### src/verilog/wwd_pkg.sv
package wwd_pkg;

    // Register byte offsets on the AXI4-Lite bus.
    localparam logic [7:0] CTRL_OFS  = 8'h00;
    localparam logic [7:0] MODE_OFS  = 8'h04;
    localparam logic [7:0] FLAGS_OFS = 8'h08;
    localparam logic [7:0] ISTAT_OFS = 8'h0C;
    localparam logic [7:0] IMASK_OFS = 8'h10;

    // Control register layout and the key that unlocks it.
    localparam int         KEY_MSB     = 31;
    localparam int         KEY_LSB     = 24;
    localparam int         RESTART_BIT = 0;
    localparam logic [7:0] CTRL_KEY    = 8'hA5;

    // AXI response codes.
    localparam logic [1:0] RESP_OKAY   = 2'h0;
    localparam logic [1:0] RESP_SLVERR = 2'h2;

    // Clock rates; the slow tick is derived from the system clock.
    localparam int SYS_CLK_HZ  = 25_000_000;
    localparam int SLOW_CLK_HZ = 32_768;
    localparam int SLOW_DIV    = SYS_CLK_HZ / SLOW_CLK_HZ;
    localparam logic [9:0] SLOW_DIV_MAX = 10'(SLOW_DIV - 1);

    // Prescaler divides the slow tick by 128.
    localparam int         PRESC_DIV = 128;
    localparam logic [6:0] PRESC_MAX = 7'(PRESC_DIV - 1);

    // Mode register fields, bit 31 down to bit 0.
    typedef struct packed {
        logic [1:0]  rsvd;                   // Reads as zero.
        logic        idle_halt;              // Stop while system idle.
        logic        debug_halt;             // Stop while core in debug.
        logic [11:0] restart_window_delta;   // Upper edge of restart window.
        logic        timer_disable;          // Counter does not run.
        logic        core_only_reset_select; // Fault resets core only.
        logic        fault_reset_enable;     // Fault requests a reset.
        logic        fault_irq_enable;       // Fault raises interrupt.
        logic [11:0] counter_load_value;     // Reload value of counter.
    } wwd_mode_s;

    localparam wwd_mode_s MODE_RST  = 32'h3FFF_2FFF;
    localparam logic [31:0] MODE_WMASK = 32'h3FFF_FFFF;
    localparam logic [1:0] IMASK_RST = 2'h3;

    // Whole state of the watchdog, registered as one word.
    typedef struct packed {
        logic        aw_have;  // Write address held.
        logic [7:0]  aw_addr;  // Held write address.
        logic        w_have;   // Write data held.
        logic [31:0] w_data;   // Held write data.
        logic [3:0]  w_strb;   // Held byte strobes.
        logic        awready;  // Write address channel ready.
        logic        wready;   // Write data channel ready.
        logic        bvalid;   // Write response pending.
        logic [1:0]  bresp;    // Write response code.
        logic        arready;  // Read address channel ready.
        logic        rvalid;   // Read data pending.
        logic [1:0]  rresp;    // Read response code.
        logic [31:0] rdata;    // Read data.
        wwd_mode_s   mode;     // Mode register.
        logic        locked;   // Mode register already written.
        logic [11:0] cnt;      // Watchdog down counter.
        logic [6:0]  presc;    // Divide-by-128 prescaler.
        logic [9:0]  sdiv;     // Slow tick divider.
        logic        unf;      // Sticky underflow flag.
        logic        err;      // Sticky early restart error flag.
        logic [1:0]  istat;    // Interrupt status, write one to clear.
        logic [1:0]  imask;    // Interrupt mask.
        logic        fault;    // Fault line to reset controller.
        logic        core_rst; // Processor reset request.
        logic        sys_rst;  // All resets request.
        logic        irq;      // Interrupt output.
    } wwd_state_s;

    localparam wwd_state_s STATE_RST = '{
        mode    : MODE_RST,
        imask   : IMASK_RST,
        awready : 1'b1,
        wready  : 1'b1,
        arready : 1'b1,
        default : '0
    };

endpackage : wwd_pkg

### src/verilog/wwd_watchdog.sv
module wwd_watchdog (
    input  wire logic        sys_clk,         // System clock, 25 MHz.
    input  wire logic        rst_n,           // Asynchronous reset, low.
    input  wire logic [7:0]  s_axi_awaddr,    // Write address.
    input  wire logic        s_axi_awvalid,   // Write address valid.
    output logic             s_axi_awready,   // Write address ready.
    input  wire logic [31:0] s_axi_wdata,     // Write data.
    input  wire logic [3:0]  s_axi_wstrb,     // Write byte strobes.
    input  wire logic        s_axi_wvalid,    // Write data valid.
    output logic             s_axi_wready,    // Write data ready.
    output logic [1:0]       s_axi_bresp,     // Write response.
    output logic             s_axi_bvalid,    // Write response valid.
    input  wire logic        s_axi_bready,    // Write response ready.
    input  wire logic [7:0]  s_axi_araddr,    // Read address.
    input  wire logic        s_axi_arvalid,   // Read address valid.
    output logic             s_axi_arready,   // Read address ready.
    output logic [31:0]      s_axi_rdata,     // Read data.
    output logic [1:0]       s_axi_rresp,     // Read response.
    output logic             s_axi_rvalid,    // Read data valid.
    input  wire logic        s_axi_rready,    // Read data ready.
    input  wire logic        debug_state,     // Core is in debug state.
    input  wire logic        idle_state,      // System is idle.
    output logic             wdt_fault,       // Fault to reset controller.
    output logic             core_reset_req,  // Processor reset request.
    output logic             system_reset_req,// All resets request.
    output logic             wdt_irq          // Interrupt, level high.
);

    wwd_pkg::wwd_state_s st_ff;   // Registered state.
    wwd_pkg::wwd_state_s nxt_st;  // Next state.

    logic        aw_take;      // Write address accepted this edge.
    logic        w_take;       // Write data accepted this edge.
    logic        ar_take;      // Read address accepted this edge.
    logic        wr_fire;      // Held write is carried out.
    logic        wr_mapped;    // Held write hits a register.
    logic        rd_mapped;    // Read address hits a register.
    logic        wr_ctrl;      // Write to the control register.
    logic        wr_mode;      // Write to the mode register.
    logic        key_ok;       // Control write carries the right key.
    logic        restart_req;  // Keyed restart request.
    logic        restart_ok;   // Restart inside the window.
    logic        mode_wr;      // Accepted first mode write.
    logic        slow_tick;    // One-cycle slow clock enable.
    logic        presc_tick;   // One-cycle enable every 128 slow ticks.
    logic        halted;       // Debug or idle halt in force.
    logic        run;          // Counter allowed to count.
    logic        unf_ev;       // Underflow event.
    logic        err_ev;       // Early restart event.
    logic        flags_rd;     // Status register read accepted.
    logic [31:0] mode_merged;  // Mode word after byte merge.

    // Merges written bytes into an old word under byte strobes.
    function automatic logic [31:0] merge_bytes(
        input logic [31:0] old_w,
        input logic [31:0] new_w,
        input logic [3:0]  strb
    );
        logic [31:0] res;
        res = old_w;
        for (int i = 0; i < 4; i++)
        begin
            if (strb[i])
            begin
                res[i*8 +: 8] = new_w[i*8 +: 8];
            end
        end
        return res;
    endfunction : merge_bytes

    // All next-state logic: bus slave, counter, flags and outputs.
    always_comb
    begin
        nxt_st      = st_ff;
        aw_take     = s_axi_awvalid && st_ff.awready;
        w_take      = s_axi_wvalid && st_ff.wready;
        ar_take     = s_axi_arvalid && st_ff.arready;
        wr_fire     = st_ff.aw_have && st_ff.w_have && !st_ff.bvalid;
        wr_mapped   = (st_ff.aw_addr == wwd_pkg::CTRL_OFS)
                   || (st_ff.aw_addr == wwd_pkg::MODE_OFS)
                   || (st_ff.aw_addr == wwd_pkg::FLAGS_OFS)
                   || (st_ff.aw_addr == wwd_pkg::ISTAT_OFS)
                   || (st_ff.aw_addr == wwd_pkg::IMASK_OFS);
        rd_mapped   = (s_axi_araddr == wwd_pkg::CTRL_OFS)
                   || (s_axi_araddr == wwd_pkg::MODE_OFS)
                   || (s_axi_araddr == wwd_pkg::FLAGS_OFS)
                   || (s_axi_araddr == wwd_pkg::ISTAT_OFS)
                   || (s_axi_araddr == wwd_pkg::IMASK_OFS);
        wr_ctrl     = wr_fire && (st_ff.aw_addr == wwd_pkg::CTRL_OFS);
        wr_mode     = wr_fire && (st_ff.aw_addr == wwd_pkg::MODE_OFS);
        // The key byte and the restart byte must both be written.
        key_ok      = (st_ff.w_data[wwd_pkg::KEY_MSB:wwd_pkg::KEY_LSB]
                       == wwd_pkg::CTRL_KEY)
                   && st_ff.w_strb[3] && st_ff.w_strb[0];
        restart_req = wr_ctrl && key_ok
                   && st_ff.w_data[wwd_pkg::RESTART_BIT];
        // A window at or above the value never sees the counter above it.
        restart_ok  = restart_req
                   && (st_ff.cnt <= st_ff.mode.restart_window_delta);
        err_ev      = restart_req
                   && (st_ff.cnt > st_ff.mode.restart_window_delta);
        mode_wr     = wr_mode && !st_ff.locked;
        mode_merged = merge_bytes(st_ff.mode, st_ff.w_data, st_ff.w_strb)
                    & wwd_pkg::MODE_WMASK;
        flags_rd    = ar_take && (s_axi_araddr == wwd_pkg::FLAGS_OFS);

        // Write address and data are taken in either order and held.
        if (aw_take)
        begin
            nxt_st.aw_have = 1'b1;
            nxt_st.aw_addr = s_axi_awaddr;
        end
        if (w_take)
        begin
            nxt_st.w_have = 1'b1;
            nxt_st.w_data = s_axi_wdata;
            nxt_st.w_strb = s_axi_wstrb;
        end
        if (st_ff.bvalid && s_axi_bready)
        begin
            nxt_st.bvalid = 1'b0;
        end
        if (wr_fire)
        begin
            nxt_st.aw_have = 1'b0;
            nxt_st.w_have  = 1'b0;
            nxt_st.bvalid  = 1'b1;
            nxt_st.bresp   = wr_mapped ? wwd_pkg::RESP_OKAY
                                       : wwd_pkg::RESP_SLVERR;
        end
        // Ready drops while a half is held so a second one cannot slip in.
        nxt_st.awready = !nxt_st.aw_have && !nxt_st.bvalid;
        nxt_st.wready  = !nxt_st.w_have && !nxt_st.bvalid;

        // Reads answer one edge after the address is taken.
        if (st_ff.rvalid && s_axi_rready)
        begin
            nxt_st.rvalid = 1'b0;
        end
        if (ar_take)
        begin
            nxt_st.rvalid = 1'b1;
            nxt_st.rresp  = rd_mapped ? wwd_pkg::RESP_OKAY
                                      : wwd_pkg::RESP_SLVERR;
            case (s_axi_araddr)
                wwd_pkg::MODE_OFS:  nxt_st.rdata = st_ff.mode;
                wwd_pkg::FLAGS_OFS: nxt_st.rdata = {30'h0, st_ff.err,
                                                    st_ff.unf};
                wwd_pkg::ISTAT_OFS: nxt_st.rdata = {30'h0, st_ff.istat};
                wwd_pkg::IMASK_OFS: nxt_st.rdata = {30'h0, st_ff.imask};
                default:            nxt_st.rdata = 32'h0;
            endcase
        end
        nxt_st.arready = !nxt_st.rvalid;

        // Slow clock enable from the system clock.
        slow_tick = (st_ff.sdiv == wwd_pkg::SLOW_DIV_MAX);
        nxt_st.sdiv = slow_tick ? 10'h000 : st_ff.sdiv + 10'h001;

        // Prescaler wraps every 128 slow ticks.
        presc_tick = slow_tick && (st_ff.presc == wwd_pkg::PRESC_MAX);
        if (slow_tick)
        begin
            nxt_st.presc = st_ff.presc + 7'h01;
        end

        // Halt inputs only freeze the counter, not the prescaler.
        halted = (debug_state && st_ff.mode.debug_halt)
              || (idle_state && st_ff.mode.idle_halt);
        run    = !st_ff.mode.timer_disable && !halted;
        unf_ev = presc_tick && run && (st_ff.cnt == 12'h000);
        if (presc_tick && run)
        begin
            // Counting below zero reloads and flags the underflow.
            nxt_st.cnt = (st_ff.cnt == 12'h000)
                       ? st_ff.mode.counter_load_value
                       : st_ff.cnt - 12'h001;
        end

        // A mode write and a restart both reload and clear the prescaler.
        if (mode_wr)
        begin
            nxt_st.mode   = wwd_pkg::wwd_mode_s'(mode_merged);
            nxt_st.locked = 1'b1;
            nxt_st.cnt    = mode_merged[11:0];
            nxt_st.presc  = 7'h00;
        end
        else if (restart_ok)
        begin
            nxt_st.cnt   = st_ff.mode.counter_load_value;
            nxt_st.presc = 7'h00;
        end

        // Sticky flags clear on read; a new event in that cycle wins.
        nxt_st.unf = (st_ff.unf && !flags_rd) || unf_ev;
        nxt_st.err = (st_ff.err && !flags_rd) || err_ev;

        // Interrupt status: write one to clear, also cleared by flag read.
        if (wr_fire && (st_ff.aw_addr == wwd_pkg::ISTAT_OFS)
            && st_ff.w_strb[0])
        begin
            nxt_st.istat = st_ff.istat & ~st_ff.w_data[1:0];
        end
        if (flags_rd)
        begin
            nxt_st.istat = 2'h0;
        end
        nxt_st.istat = nxt_st.istat | {err_ev, unf_ev};
        if (wr_fire && (st_ff.aw_addr == wwd_pkg::IMASK_OFS)
            && st_ff.w_strb[0])
        begin
            nxt_st.imask = st_ff.w_data[1:0];
        end

        // Errors always fault; underflow faults only with resets enabled.
        nxt_st.fault = (st_ff.fault && !flags_rd) || err_ev
                    || (unf_ev && st_ff.mode.fault_reset_enable);
        nxt_st.core_rst = nxt_st.fault
                       && nxt_st.mode.fault_reset_enable;
        nxt_st.sys_rst  = nxt_st.core_rst
                       && !nxt_st.mode.core_only_reset_select;
        nxt_st.irq = nxt_st.mode.fault_irq_enable
                  && |(nxt_st.istat & nxt_st.imask);
    end

    // Single register stage; the reset controller feeds its watchdog
    // reset back on rst_n, which clears flags and fault with the rest.
    always_ff @(posedge sys_clk or negedge rst_n)
    begin
        if (!rst_n)
        begin
            st_ff <= wwd_pkg::STATE_RST;
        end
        else
        begin
            st_ff <= nxt_st;
        end
    end

    // Outputs come straight from the state register.
    assign s_axi_awready    = st_ff.awready;
    assign s_axi_wready     = st_ff.wready;
    assign s_axi_bvalid     = st_ff.bvalid;
    assign s_axi_bresp      = st_ff.bresp;
    assign s_axi_arready    = st_ff.arready;
    assign s_axi_rvalid     = st_ff.rvalid;
    assign s_axi_rresp      = st_ff.rresp;
    assign s_axi_rdata      = st_ff.rdata;
    assign wdt_fault        = st_ff.fault;
    assign core_reset_req   = st_ff.core_rst;
    assign system_reset_req = st_ff.sys_rst;
    assign wdt_irq          = st_ff.irq;
endmodule : wwd_watchdog

### config.mk
export PLATFORM = sky130hd
export DESIGN_NAME = wwd_watchdog
export DESIGN_NICKNAME = d
export VERILOG_FILES = /design/src/verilog/wwd_pkg.sv /design/src/verilog/wwd_watchdog.sv
export SDC_FILE = /design/constraint.sdc
export NUM_CORES = 1
export LEC_CHECK = 0
export ABC_AREA = 1
export BUFFER_PORTS_ARGS = -buffer_cell sky130_fd_sc_hd__buf_2
export CAP_MARGIN = 20
export CORE_UTILIZATION = 62
export CTS_BUF_LIST = sky130_fd_sc_hd__clkbuf_16
export DETAILED_ROUTE_END_ITERATION = 8
export GPL_TIMING_DRIVEN = 0
export PLACE_DENSITY = 0.85
export SLEW_MARGIN = 20
export SYNTH_ARGS = -nofsm -noshare
export SYNTH_HDL_FRONTEND = slang
export SYNTH_SLANG_ARGS = --single-unit
### constraint.sdc
create_clock -name sys_clk -period 3.6 [get_ports sys_clk]
set_clock_uncertainty 0.2 [all_clocks]
set_input_delay 0.18 -clock sys_clk [delete_from_list [all_inputs] [get_ports sys_clk]]
set_output_delay 0.18 -clock sys_clk [all_outputs]
set_load 0.01 [all_outputs]
# Word level (Yosys, flattened, before mapping)
# Index checks and enable logic that the tools add are counted.
# W data, S select, Z words.
word_totals:
  regBits: 157
  latch_bits: 0
  ramBits: 0
  rom_bits: 0
  n_memories: 0
op_classes:
  addsub: 3
  mul: 0
  div: 0
  magnitude_cmp: 2
  eq_ne: 11
  shifts: 0
  n_mux: 23
  n_bitwise: 4
  reduce_logical: 68
op_table:
  columns: ["operator", "count"]
  rows:
  - ["$pmux W30 S4", 1]
  - ["$mux W19", 2]
  - ["$mux W37", 1]
  - ["$logic_and A1 B1 Y1", 36]
  - ["$mux W35", 1]
  - ["$eq A8 B4 Y1 const B", 4]
  - ["$mux W12", 2]
  - ["$eq A8 B3 Y1 const B", 2]
  - ["$eq A8 B5 Y1 const B", 2]
  - ["$logic_not A8 Y1", 2]
  - ["$mux W16", 1]
  - ["$mux W7", 2]
  - ["$logic_or A1 B1 Y1", 13]
  - ["$gt A12 B12 Y1", 1]
  - ["$le A12 B12 Y1", 1]
  - ["$logic_not A12 Y1", 1]
  - ["$sub A12 B1 Y12 const B", 1]
  - ["$add A10 B1 Y10 const B", 1]
  - ["$eq A10 B10 Y1 const B", 1]
  - ["$logic_not A1 Y1", 10]
  - ["$mux W10", 1]
  - ["$mux W2", 5]
  - ["$mux W9", 1]
  - ["$eq A8 B8 Y1 const B", 1]
  - ["other kinds (11)", 18]

# Logic depth before layout (Yosys ltp)
logic_depth:
  word_depth: 10
  depth_mapped: 17

# Worst setup path before layout
# No wires, ideal clock.
synth_timing:
  path_type: "register to register"
  start: "reg st_ff[67] in the netlist's numbering"
  end: "reg st_ff[32] in the netlist's numbering"
  arrival_time_ps: 1860
  required_ps: 3284
  slack_ps: 1424
  stages_incl_launch_ff: 16
  path_buffers: 0
  period_less_slack_ps: 2176
  cell_sequence: "dfstp_2 > inv_1 > ha_1 > nand2_1 > inv_1 > nand2_1 > nor2_1 > nand2_1 > nand3_1 > nand2_2 > nand2_2 > nand2_1 > nor2_2 > clkinv_2 > nand2_1 > nand2_1"
synth_via:
  elab_chain_len: 4
synth_rtl:
  columns: ["element", "line", "text"]
  rows:
  - ["start, declared", "wwd_watchdog.sv:29", "wwd_pkg::wwd_state_s st_ff;"]
  - ["start signal, assigned", "wwd_watchdog.sv:232", "st_ff <= wwd_pkg::STATE_RST;"]
  - ["start signal, assigned", "wwd_watchdog.sv:236", "st_ff <= nxt_st;"]
  - ["$le A12 B12 Y1 *", "wwd_watchdog.sv:99", "&& (st_ff.cnt <= st_ff.mode.restart_window_delta);"]
  - ["$logic_and A1 B1 Y1 *", "wwd_watchdog.sv:99", null]
  - ["$mux W19", "wwd_watchdog.sv:188", "else if (restart_ok)"]
  - ["$mux W19", "wwd_watchdog.sv:181", "if (mode_wr)"]
# Every way passes the cells marked *; elsewhere a longest branch is shown, timed or not.
# A chain may end at the register's enable or synchronous reset.

# Worst setup path after layout
layout_timing:
  start: "reg st_ff[59] in the netlist's numbering"
  end: "reg st_ff[28] in the netlist's numbering"
# Same word-level chain as after synthesis.

==> qor.yml <==
p_per_area_nw_per_um2: 552
die_area_um2: 13000
place_area_um2: 8550
clkLatencyLatePin_ns: 0.43
ys_seq_elements: 153
fin_area_um2: 9670
routed_wl_um: 20900
synthFlopType: "dfrtp_1"
leakagePower_nw: 4.87
route.detailed.drc: 0
crit_family: "simple AND/OR/NAND/NOR gates"
clk_pin_slew_ns: 0.06
cts_tree: "built"
yosysSeqAreaShare: 0.497
grt_max_degree: 82
crit_top_cell: "nand2_1"
grt_pass1_wl_um: 34000
hold_path_class: "input pin to flop"
startpoint_type: "flop"
routed_via_density: 5.36
cts_setup_buffers: 0
relSlewSlack: 0.584
place_congestion: 0.947
final_nets: 1198
crit_chain: "inv_1 > ha_1 > a21oi_1 > nand2_1 > nand2_1 > nand3_1 > nand2_2 > nand2_1 > nand3_2 > buf_6 > nand2_1 > a21oi_1 > nor2_1"
period_share: 0.743
drt-initial-drc-count: 592
cpPeakStageDelay_ns: 0.53
drtPass1Iterations: 5
cts_root_buf: "clkbuf_16"
drv_cap: 0
cp.required_ns: 3.72
syn_area_um2: 7790
max_freq_mhz: 374
worst_slew_pin_slew_ns: 0.624
yosys.area_share.simple: 0.256
rsz0062_at_grt: "false"
n_antenna_cell: 0
min_period_ns: 2.68
cts_buffers: 17
path_max_fanout: 10
die_y_um: 114
cts.sinks: 153
hold_viol_final: 0
path_class: "flop to flop"
finalMaxSlewViolations: 0
initial_core_util: 0.643
synth-adder-area-share: 0.0273
synth_top_family_by_area: "simple AND/OR/NAND/NOR gates"
first_global_vias: 6944
gr-total-overflow: 0
core_area_um2: 12100
yosys.cell_types.count: 40
cp_slowest_cell: "dfstp_2"
critPathBufInv: 2
end_kind: "flop"
antenna_found_initial: 0
wire_per_inst_um: 16.1
async_flop_share: 1.00
ioPinCount: 106
cp.arrival_ns: 2.79
area_delta_synth_final_pct: 24.2
fin_setup_tns_ns: 0
synth.avg_cell_area_um2: 8.28
dp_hpwl_um: 13300
ir_worst_vdd_uv: 552
port_buffers: 101
clock_path_buffers: 2
layout_common_cells: "296 x nand2_1, 121 x dfrtp_1, 108 x inv_1, 101 x buf_2, 63 x o21ai_0"
die_x_um: 114
drive_gt1_frac: 0.218
vias: 6969
synthXorXnorAreaFrac: 0.0135
grt_use_total: 0.347
synth-compound-area-share: 0.0856
cts_resized: 0
ys_warn_count: 0
outcome: "completed"
rows: 40
fillers: 757
final_common_cell: "nand2_1"
finalSetupViolations: 0
syn_inst: 941
synthMuxAreaShare: 0.0130
antenna_left: 0
synth-edff-count: 0
htreeDepth: 4
-- cell type report --
cell class | count | area (um2) | area share
Sequential cell | 153 | 3870 | 0.400
Timing Repair Buffer | 157 | 1090 | 0.113
Tap cell | 168 | 210 | 0.0217
Clock buffer | 17 | 425 | 0.0440
Clock inverter | 15 | 144 | 0.0149
Buffer | 61 | 418 | 0.0432
Multi-Input combinational cell | 618 | 3090 | 0.320
Inverter | 112 | 422 | 0.0436
-- per-stage QoR --
stage	hold WS, ns	utilization	cells	total power, mW	setup WS, ns
3_5_place_dp	-0.0293	0.706	1214	3.44	1.02
5_1_grt	0.0980	0.799	1301	5.59	0.762
2_1_floorplan	-0.316	-	944	3.03	1.42
6_report	0.0551	0.799	1301	5.34	0.925
3_3_place_gp	0.175	0.703	1213	3.39	-0.00920
4_1_cts	0.00546	0.799	1301	5.26	0.974
-- worst min-delay path, delay by kind of cell --
kind	cells	cell delay [ns]
buffers and inverters	2	0.22
AOI/OAI and AO/OA	1	0.06
and+or+nand+nor	2	0.18
-- power breakdown --
part | leakage [nW] | internal, mW | total, mW | switching, mW
clock network | 0.290 | 1.06 | 1.75 | 0.682
registers | 1.86 | 2.12 | 2.34 | 0.220
logic | 2.72 | 0.424 | 1.25 | 0.824
-- kinds of logic (layout without fill, tap and decap cells) --
group | count (synthesis) | after routing
adders and majority gates | 17 | 17
other | 1 | 4
AOI/OAI and AO/OA | 118 | 118
muxes | 9 | 9
xor gates and xnor gates | 12 | 12
buffers and inverters | 173 | 362
and+or+nand+nor | 458 | 458
DFF | 153 | 153
-- cell usage after synthesis, types with 15 or more instances --
cell type	instances	area share
nand2_1	296	0.14
dfrtp_1	121	0.39
inv_1	105	0.051
o21ai_0	63	0.040
nor2_1	57	0.027
nand3_1	42	0.027
buf_4	38	0.037
dfstp_2	32	0.11
o31ai_1	27	0.026
a21oi_1	22	0.014
nand4_1	21	0.017
ha_1	17	0.027
clkbuf_1	15	0.0072
-- per-layer routing --
| layer | track usage | wire [um] | vias up |
|---|---|---|---|
| met5 | 0 | 0 | - |
| li1 | - | - | 3344 |
| met1 | 0.433 | 8550 | 3293 |
| met4 | 0.132 | 386 | 0 |
| met3 | 0.0678 | 1510 | 30 |
| met2 | 0.598 | 10400 | 302 |
-- sequential cells by signal, summed over array words and instances (netlist names) --
register,cells
core_reset_req,1
s_axi_awready,1
s_axi_wready,1
system_reset_req,1
s_axi_bvalid,1
wdt_irq,1
wdt_fault,1
s_axi_arready,1
s_axi_rdata,30
s_axi_rvalid,1
s_axi_bresp,1
st_ff,112
s_axi_rresp,1
-- worst paths after layout --
path | from | endpoint | slack, ns | cells after the start
worst max-delay path | st_ff[59] | st_ff[28] | 0.92 | 13
worst min-delay path | s_axi_awvalid | st_ff[152] | 0.06 | 5
worst max register to register | st_ff[59] | st_ff[28] | 0.92 | 13
worst min register to register | s_axi_rvalid | s_axi_arready | 0.23 | 1
max in group asynchronous | rst_n | st_ff[53] | 2.31 | 3
min in group asynchronous | rst_n | s_axi_rdata[9] | 0.10 | 2
-- what timing repair did --
| item | CTS | global route |
|---|---|---|
| hold buffers | 55 | 0 |
| setup endpoints to repair | 0 | 0 |
| endpoints found under the hold margin | 128 | 0 |
Note: power is estimated with default switching activity, not from simulation.
